[src/nve_pkg.sv]
// Shared constants for the data EEPROM access controller.
package nve_pkg;

    // ------------------------------------------------------------------
    // Storage geometry
    // ------------------------------------------------------------------
    localparam int NVE_AW = 6;                 // Address field width.
    localparam int NVE_DEPTH = 64;             // Bytes of storage.

    // ------------------------------------------------------------------
    // Register placement
    // ------------------------------------------------------------------
    localparam logic [7:0] NVE_CTRL_OFS = 8'h40;    // Control, sector 1.
    localparam logic [7:0] NVE_CTRL_SECT = 8'h01;   // Sector of control.
    localparam logic [7:0] NVE_ADDR_OFS = 8'h1c;    // Address, sector 0.
    localparam logic [7:0] NVE_DATA_OFS = 8'h1d;    // Data, sector 0.
    localparam logic [7:0] NVE_SFR_SECT = 8'h00;    // Sector of addr/data.

    // ------------------------------------------------------------------
    // Control register fields
    // ------------------------------------------------------------------
    localparam int NVE_RD_BIT = 0;             // Read start.
    localparam int NVE_FETCH_ENABLE_BIT = 1;           // Read enable gate.
    localparam int NVE_WR_BIT = 2;             // Write start.
    localparam int NVE_PROGRAM_ENABLE_BIT = 3;           // Write enable gate.

    // ------------------------------------------------------------------
    // Reset values and timing counts
    // ------------------------------------------------------------------
    localparam logic [7:0] NVE_RST_BYTE = 8'h00;    // Byte registers and cells.
    localparam logic [3:0] NVE_RST_CTRL = 4'h0;     // Control bits.
    localparam logic [3:0] NVE_RD_CYCLES = 4'h2;    // Read length, mclk.
    localparam logic [7:0] NVE_WR_TICKS = 8'h08;    // Write, timer ticks.

    // ------------------------------------------------------------------
    // Sequencer states
    // ------------------------------------------------------------------
    typedef enum logic [1:0]
    {
        NVE_IDLE = 2'b00,
        NVE_READ = 2'b01,
        NVE_WRITE = 2'b10
    } nve_state_e;

endpackage

[src/nve_mem_if.sv]
// Port bundle between the access sequencer and the byte array.
`timescale 1ns/1ps
interface nve_mem_if;
    import nve_pkg::*;
    logic we;                   // One-cycle write strobe.
    logic [NVE_AW-1:0] addr;    // Byte index.
    logic [7:0] wdata;          // Byte to store.
    logic [7:0] rdata;          // Byte at addr.
    modport ctrl (output we, output addr, output wdata, input rdata);
    modport mem (input we, input addr, input wdata, output rdata);
endinterface

[src/nve_array.sv]
// Flip-flop byte array that stands in for the EEPROM cells.
`timescale 1ns/1ps
module nve_array
    import nve_pkg::*;
(
    input wire logic mclk,
    input wire logic rst_b,
    nve_mem_if.mem port
);

    // ------------------------------------------------------------------
    // Storage
    // ------------------------------------------------------------------
    // Cells reset to zero only so simulation starts defined; a real part
    // keeps its contents across power cycles.
    logic [7:0] cell_r [NVE_DEPTH];

    // Read path is a plain index; the sequencer samples it.
    assign port.rdata = cell_r[port.addr];

    // Single byte written at the end of a write cycle.
    always_ff @(posedge mclk or negedge rst_b)
    begin
        if (!rst_b)
        begin
            for (int i = 0; i < NVE_DEPTH; i++)
                cell_r[i] <= NVE_RST_BYTE;
        end
        else if (port.we)
        begin
            cell_r[port.addr] <= port.wdata;
        end
    end

endmodule

[src/nve_ctrl.sv]
// Data EEPROM access controller: registers, sequencer and done flag.
//
// How it works
// - 64 bytes, 6-bit address, high bits read zero.
// - Control sits at 40H of sector 1.
// - Bit 3 gates every write.
// - Bit 1 gates every read.
// - Bit 2 starts write; hardware clears it.
// - Bit 0 starts read; hardware clears it.
// - Write start ignored without prior write enable.
// - Read start ignored without prior read enable.
// - Read byte stays in data register.
// - Write timed by asynchronous timer ticks.
// - All registers reset to zero.
// - Write end sets done flag; request gated by enables.
// - Service clears flag and global enable.
`timescale 1ns/1ps
module nve_ctrl
    import nve_pkg::*;
(
    input wire logic mclk,
    input wire logic rst_b,
    input wire logic [7:0] sfr_addr,
    input wire logic [7:0] ptr_high_byte,
    input wire logic sfr_wr,
    input wire logic [7:0] sfr_wdata,
    output logic [7:0] sfr_rdata_r,
    input wire logic sub_clock,
    input wire logic nv_done_irq_en,
    input wire logic global_irq_en,
    input wire logic stack_full,
    input wire logic irq_ack,
    output logic irq_req_r,
    output logic global_irq_clr_r,
    output logic nv_done_flag_r
);

    localparam int RD_LEN = int'(NVE_RD_CYCLES); // Read length for checks.

    // ------------------------------------------------------------------
    // Register decode
    // ------------------------------------------------------------------
    logic [NVE_AW-1:0] nv_address_r;    // Software address.
    logic [7:0] nv_data_r;              // Software data / read result.
    logic [3:0] nv_control_r;           // Enables and start bits.
    nve_state_e state_r;                // Sequencer state.
    nve_state_e state_nxt;              // Next sequencer state.
    logic [NVE_AW-1:0] op_addr_r;       // Address latched at start.
    logic [7:0] op_data_r;              // Data latched at start.
    logic [7:0] cnt_r;                  // Cycle or tick count.
    logic [2:0] sub_sync_r;             // Sub clock synchroniser + edge.
    nve_mem_if mem ();

    wire ctrl_sel = (ptr_high_byte == NVE_CTRL_SECT)
                    && (sfr_addr == NVE_CTRL_OFS);
    wire addr_sel = (ptr_high_byte == NVE_SFR_SECT)
                    && (sfr_addr == NVE_ADDR_OFS);
    wire data_sel = (ptr_high_byte == NVE_SFR_SECT)
                    && (sfr_addr == NVE_DATA_OFS);
    wire ctrl_wr = sfr_wr && ctrl_sel;
    wire idle = (state_r == NVE_IDLE);

    // Start requests use the enable value held before this write, so an
    // enable set in the same write cannot open its own gate.
    wire wr_go = ctrl_wr && idle && sfr_wdata[NVE_WR_BIT]
                 && nv_control_r[NVE_PROGRAM_ENABLE_BIT];
    wire rd_go = ctrl_wr && idle && sfr_wdata[NVE_RD_BIT]
                 && !sfr_wdata[NVE_WR_BIT]
                 && nv_control_r[NVE_FETCH_ENABLE_BIT];

    // Timer tick: rising edge seen after two synchronising stages.
    wire sub_tick = sub_sync_r[1] && !sub_sync_r[2];
    wire rd_end = (state_r == NVE_READ) && (cnt_r == 8'h01);
    wire wr_end = (state_r == NVE_WRITE) && sub_tick
                  && (cnt_r == 8'h01);

    // Read-back mux; unimplemented bits come back as zero.
    wire [7:0] rdata_nxt =
        ctrl_sel ? {4'h0, nv_control_r} :
        addr_sel ? {{(8 - NVE_AW){1'b0}}, nv_address_r} :
        data_sel ? nv_data_r : 8'h00;

    assign mem.addr = op_addr_r;
    assign mem.wdata = op_data_r;
    assign mem.we = wr_end;

    // ------------------------------------------------------------------
    // Byte array
    // ------------------------------------------------------------------
    nve_array u_array
    (
        .mclk(mclk),
        .rst_b(rst_b),
        .port(mem.mem)
    );

    // ------------------------------------------------------------------
    // Sequencer next state
    // ------------------------------------------------------------------
    // A simultaneous read and write request starts only the write.
    always_comb
    begin
        case (state_r)
            NVE_IDLE:
                state_nxt = wr_go ? NVE_WRITE :
                            rd_go ? NVE_READ : NVE_IDLE;
            NVE_READ:
                state_nxt = rd_end ? NVE_IDLE : NVE_READ;
            NVE_WRITE:
                state_nxt = wr_end ? NVE_IDLE : NVE_WRITE;
            default:
                state_nxt = NVE_IDLE;
        endcase
    end

    // Sequencer state register.
    always_ff @(posedge mclk or negedge rst_b)
    begin
        if (!rst_b)
            state_r <= NVE_IDLE;
        else
            state_r <= state_nxt;
    end

    // Two stages of synchroniser plus one stage for edge detection.
    always_ff @(posedge mclk or negedge rst_b)
    begin
        if (!rst_b)
            sub_sync_r <= 3'h0;
        else
            sub_sync_r <= {sub_sync_r[1:0], sub_clock};
    end

    // ------------------------------------------------------------------
    // Cycle length counter
    // ------------------------------------------------------------------
    // Reads count mclk cycles; writes count timer ticks only.
    always_ff @(posedge mclk or negedge rst_b)
    begin
        if (!rst_b)
            cnt_r <= NVE_RST_BYTE;
        else if (wr_go)
            cnt_r <= NVE_WR_TICKS;
        else if (rd_go)
            cnt_r <= {4'h0, NVE_RD_CYCLES};
        else if (state_r == NVE_READ || (state_r == NVE_WRITE && sub_tick))
            cnt_r <= cnt_r - 8'h01;
    end

    // Operands frozen at start so later register writes cannot corrupt
    // the cycle in progress.
    always_ff @(posedge mclk or negedge rst_b)
    begin
        if (!rst_b)
        begin
            op_addr_r <= '0;
            op_data_r <= NVE_RST_BYTE;
        end
        else if (wr_go || rd_go)
        begin
            op_addr_r <= nv_address_r;
            op_data_r <= nv_data_r;
        end
    end

    // ------------------------------------------------------------------
    // Software registers
    // ------------------------------------------------------------------
    // Address register: low bits only are stored.
    always_ff @(posedge mclk or negedge rst_b)
    begin
        if (!rst_b)
            nv_address_r <= '0;
        else if (sfr_wr && addr_sel)
            nv_address_r <= sfr_wdata[NVE_AW-1:0];
    end

    // Data register: the finished read overrides a same-cycle write.
    always_ff @(posedge mclk or negedge rst_b)
    begin
        if (!rst_b)
            nv_data_r <= NVE_RST_BYTE;
        else if (rd_end)
            nv_data_r <= mem.rdata;
        else if (sfr_wr && data_sel)
            nv_data_r <= sfr_wdata;
    end

    // Control register. Enables follow software; start bits are only set
    // through an accepted request and cleared by the cycle's end.
    always_ff @(posedge mclk or negedge rst_b)
    begin
        if (!rst_b)
            nv_control_r <= NVE_RST_CTRL;
        else
        begin
            if (ctrl_wr)
            begin
                nv_control_r[NVE_PROGRAM_ENABLE_BIT] <= sfr_wdata[NVE_PROGRAM_ENABLE_BIT];
                nv_control_r[NVE_FETCH_ENABLE_BIT] <= sfr_wdata[NVE_FETCH_ENABLE_BIT];
            end
            if (wr_go)
                nv_control_r[NVE_WR_BIT] <= 1'b1;
            else if (wr_end)
                nv_control_r[NVE_WR_BIT] <= 1'b0;
            if (rd_go)
                nv_control_r[NVE_RD_BIT] <= 1'b1;
            else if (rd_end)
                nv_control_r[NVE_RD_BIT] <= 1'b0;
        end
    end

    // Read data is registered, so it lags the address by one cycle.
    always_ff @(posedge mclk or negedge rst_b)
    begin
        if (!rst_b)
            sfr_rdata_r <= NVE_RST_BYTE;
        else
            sfr_rdata_r <= rdata_nxt;
    end

    // ------------------------------------------------------------------
    // Done flag and interrupt request
    // ------------------------------------------------------------------
    // Set wins over the service clear so no completion is lost.
    always_ff @(posedge mclk or negedge rst_b)
    begin
        if (!rst_b)
        begin
            nv_done_flag_r <= 1'b0;
            irq_req_r <= 1'b0;
            global_irq_clr_r <= 1'b0;
        end
        else
        begin
            if (wr_end)
                nv_done_flag_r <= 1'b1;
            else if (irq_ack)
                nv_done_flag_r <= 1'b0;
            irq_req_r <= nv_done_flag_r && nv_done_irq_en
                         && global_irq_en && !stack_full
                         && !irq_ack;
            global_irq_clr_r <= irq_ack;
        end
    end
endmodule

[config.mk]
export PLATFORM = sky130hd
export DESIGN_NAME = nve_ctrl
export DESIGN_NICKNAME = d
export VERILOG_FILES = /design/src/nve_pkg.sv /design/src/nve_mem_if.sv /design/src/nve_array.sv /design/src/nve_ctrl.sv
export SDC_FILE = /design/constraint.sdc
export NUM_CORES = 1
export LEC_CHECK = 0
export ABC_AREA = 1
export BUFFER_PORTS_ARGS = -buffer_cell sky130_fd_sc_hd__buf_2
export CAP_MARGIN = 30
export CORE_MARGIN = 2
export CORE_UTILIZATION = 30
export DETAILED_ROUTE_END_ITERATION = 12
export PLACE_DENSITY = 0.53
export SLEW_MARGIN = 10
export SYNTH_ARGS = -nofsm -noshare
export SYNTH_HDL_FRONTEND = slang
export SYNTH_SLANG_ARGS = --single-unit
[constraint.sdc]
create_clock -name mclk -period 2.05 [get_ports mclk]
set_clock_uncertainty 0.15 [all_clocks]
set_input_delay 0.3075 -clock mclk [delete_from_list [all_inputs] [get_ports mclk]]
set_output_delay 0.3075 -clock mclk [all_outputs]
set_load 0.02 [all_outputs]
==> impl_summary.md <==
CTS
The later pin in the worst-skew pair is clocked with a latency of 0.61 ns. After clock tree synthesis, the clock-pin slew on the worst setup and hold paths is 0.06 ns. Clock tree synthesis found a total of 568 sinks. The clock passes through at most 3 buffers.

The tree is rooted in a sky130_fd_sc_hd__clkbuf_16. Clock tree synthesis inserted a total of 68 buffers. TritonCTS built the clock tree.

The H-tree was split into 3 levels.

Routing
In this run, the number of DRC markers left after iteration 0 of detailed routing was 1,957. In the routed layout, each cell is associated on average with a via count of 4.76. Across all layers, the routed design uses 24.2k vias. Wires add up to 93.1 mm.

Once detail routing completed, the nets flagged for antenna violations numbered 0. For this run, design rule violations remaining after detail routing come to 0. For this run, the detailed router's first-pass iteration total came to 5.

Dividing the detail-routed wire length by the instance count gives 18.4 µm.

Critical path
At the worst endpoint, the arrival time is 2.57 ns. The setup path with the least slack is of type reg -> reg. STA puts the critical path data required time at 2.41 ns. For this design, the slowest cell found on the critical path is sky130_fd_sc_hd__dfrtp_4. The highest net fanout along the worst path is 8.

The most numerous cell on the critical path is sky130_fd_sc_hd__buf_12. Walking the worst path, the cells encountered are buf_12, clkinv_16, buf_12, buf_12, buf_4, nand2_1, nand3_1, nand2_2, o21ai_2, nand2_4, nor2_4, nand3_2, nand2_1, inv_1. The type of origin of the critical path is a flip-flop. The worst setup path is captured at a flip-flop. The largest stage delay on the critical path is 0.49 ns.

Power and ir drop
VDD sags by at most 0.529 mV. Summed over all cells, the static leakage comes to 0.0166 µW. Dividing total power by cell area gives a power density of 649 nW/µm².

Die
The initial core utilization is 30.4%. The die covers 95,500 µm². The top-level port count is 43. In this run the vertical extent of the chip is 309 µm. The floorplan has 111 rows. The total area inside the core boundary comes to 91,900 µm². The die span in x is 309 µm.

Global routing
The initial antenna violation count came to 0. After global routing the overflow that remains totals 0. The first global-routing pass estimated 139 mm of wire. The via count of the first global-routing pass came to 22.8k.

The largest net degree at the start of global routing is 77. The global-route usage over all layers is 18.9%.

Status
The final reports fail on setup timing. The run finished, with violations left.

Synth
The synthesized design contains 0 enable-type register cells. The unique cell type count in the Yosys netlist is 35. Averaged over all synthesized cells, the footprint is 7.86 µm². The cell area after technology mapping is 27,900 µm².

The register bit count reported by yosys is 568. For this run, asynchronously set or reset flops after synthesis account for 100%. Yosys printed 0 warnings. Counting every instance in the synthesized netlist gives 3,552. The portion of the post-synthesis area used by sequential elements is 50.9%. The most used flip-flop cell after synthesis is sky130_fd_sc_hd__dfrtp_1.

The post-synthesis net count is 3,586.

STA
For this run, the top clock speed supported by timing is 451 MHz. Setup repair after global routing could not meet its margin everywhere. The total of endpoints with negative setup slack in the final report is 412. After layout, the minimum clock period comes to 2.22 ns.

At the pin with the least slew margin, the transition time is 0.669 ns. The final number of hold-violating endpoints is 0. The count of pins over their slew limit came to 0. The setup slack after layout is -0.167 ns.

The final worst-path cycle share is 108%. Measured against its own limit, the worst slew margin works out to 55.4%.

Finish
The number of nets in the layout is 3,810. The post-route netlist has 24.5% of its cells at a drive strength greater than 1. The antenna cell count is 0. Summing all non-filler instances in the final layout gives an area of 37,100 µm². Compared with the post-synthesis result, the final layout area differs by 33.0%. In the layout the commonest cells are sky130_fd_sc_hd__nand2_1, sky130_fd_sc_hd__dfrtp_1, sky130_fd_sc_hd__o21ai_1, sky130_fd_sc_hd__inv_1, sky130_fd_sc_hd__nand3_1. The most common cell after layout, fill and taps aside is sky130_fd_sc_hd__nand2_1.

Placed design
The sum of net half-perimeters after detailed placement is 54.1 mm. The global placer's final weighted congestion is 0.863. The setup slack at placement is -0.330 ns. The placement-stage cell area is 30,700 µm². The count of buffers added on input and output ports is 42.

Hold path
The path class of the tightest hold or removal check is in -> async.

Run
Across the run, the number of max-cap violations was 0.
[Yosys cell counts, types with 7 or more instances]
| library cell | number | area, µm² |
|---|---|---|
| sky130_fd_sc_hd__inv_2 | 12 | 45.0 |
| sky130_fd_sc_hd__nand2_4 | 56 | 631 |
| sky130_fd_sc_hd__clkbuf_1 | 127 | 477 |
| sky130_fd_sc_hd__o21ai_1 | 574 | 2870 |
| sky130_fd_sc_hd__nand4_2 | 7 | 87.6 |
| sky130_fd_sc_hd__o21ai_0 | 31 | 155 |
| sky130_fd_sc_hd__o211ai_1 | 48 | 360 |
| sky130_fd_sc_hd__nor3_1 | 9 | 45.0 |
| sky130_fd_sc_hd__dfrtp_1 | 568 | 14200 |
| sky130_fd_sc_hd__clkinv_1 | 8 | 30.0 |
| sky130_fd_sc_hd__nand2_1 | 1141 | 4280 |
| sky130_fd_sc_hd__nor2_8 | 8 | 160 |
| sky130_fd_sc_hd__buf_2 | 19 | 95.1 |
| sky130_fd_sc_hd__nand3_1 | 215 | 1080 |
| sky130_fd_sc_hd__nor2_2 | 7 | 43.8 |
| sky130_fd_sc_hd__buf_6 | 48 | 541 |
| sky130_fd_sc_hd__buf_1 | 9 | 33.8 |
| sky130_fd_sc_hd__or2_2 | 24 | 150 |
| sky130_fd_sc_hd__inv_1 | 463 | 1740 |
| sky130_fd_sc_hd__nor2_1 | 143 | 537 |
[layout make-up]
cell class,count,area [µm²]
Clock buffer,106,2120
Clock inverter,16,188
Fill cell,9233,54800
Inverter,485,1870
Multi-Input combinational cell,2335,13100
Sequential cell,568,14200
Tap cell,1243,1560
Timing Repair Buffer,316,4070
Timing Repair inverter,2,17.5
[through the flow]
| step | hold slack (ns) | TNS, ns | util [%] | total power (µW) | std cells |
|---|---|---|---|---|---|
| after global routing | 0.0637 | -83.57 | 40.4 | 24800 | 5071 |
| after global placement | 0.117 | -34.94 | 33.4 | 11800 | 4815 |
| after floorplan | -0.138 | -14.53 | - | 11400 | 3552 |
| final | 0.0624 | -20.29 | 40.4 | 24100 | 5071 |
| after detailed placement | 0.121 | -29.00 | 33.4 | 11800 | 4815 |
| after CTS | 0.0278 | -21.72 | 38.1 | 24300 | 5018 |
[state kept, by name, indices dropped and copies added, names as in the netlist, 2 cells and up]
name	flops
mem.addr	6
u_array.cell_r	512
state_r	2
cnt_r	8
nv_control_r	4
mem.wdata	8
sub_sync_r	3
sfr_rdata_r	8
nv_data_r	8
nv_address_r	6
[worst paths after layout]
check | slack (ns) | cells after the start | end | from
max in group asynchronous | 0.83 | 3 | u_array.cell_r[359] | rst_b
hold reg to reg | 0.20 | 0 | sub_sync_r[1] | sub_sync_r[0]
hold / removal | 0.06 | 2 | u_array.cell_r[255] | rst_b
setup / recovery | -0.17 | 14 | nv_data_r[4] | mem.addr[0]
min in group mclk | 0.06 | 5 | nv_address_r[2] | ptr_high_byte[1]
setup reg to reg | -0.17 | 14 | nv_data_r[4] | mem.addr[0]
[report_power, final]
part           internal, µW  leakage (µW)  total, µW  switching, µW
logic                  93.9       0.00761        375            282
clock network          7500       0.00114      12500           4990
registers             11200       0.00786      11200           1.10
total                 18800        0.0166      24100           5270
[kinds of logic after synthesis]
group | share of synthesized area, %
AND/OR/NAND/NOR | 25.8
buffers and inverters | 10.6
AO/OA/AOI/OAI | 12.4
flip-flops | 50.9
XOR/XNOR | 0.157
adder cells (fa/ha/maj) | 0.0896
[timing repair]
item	4_1_cts	5_1_grt
endpoints found under the setup margin	486	520
buffers inserted	28	27
hold buffers	16	0
resized for setup	192	353
pin swaps	43	119
gates cloned	37	27
hold endpoints to repair	575	0
[worst max-delay path, delay by kind of cell (launching register included)]
family | cells | cell delay (ns)
DFF | 1 | 0.49
buffers and inverters | 6 | 0.69
and+or+nand+nor | 7 | 0.55
AOI/OAI and AO/OA | 1 | 0.19
[layer usage]
metal | part of all wire [%] | up-vias | track usage, %
li1 | - | 11700 | -
met1 | 46 | 11800 | 26.2
met2 | 47 | 561 | 30.3
met3 | 4.6 | 145 | 2.87
met4 | 2.9 | 0 | 5.92
met5 | 0 | - | 0
No activity file was read; power rests on OpenSTA's default activity.
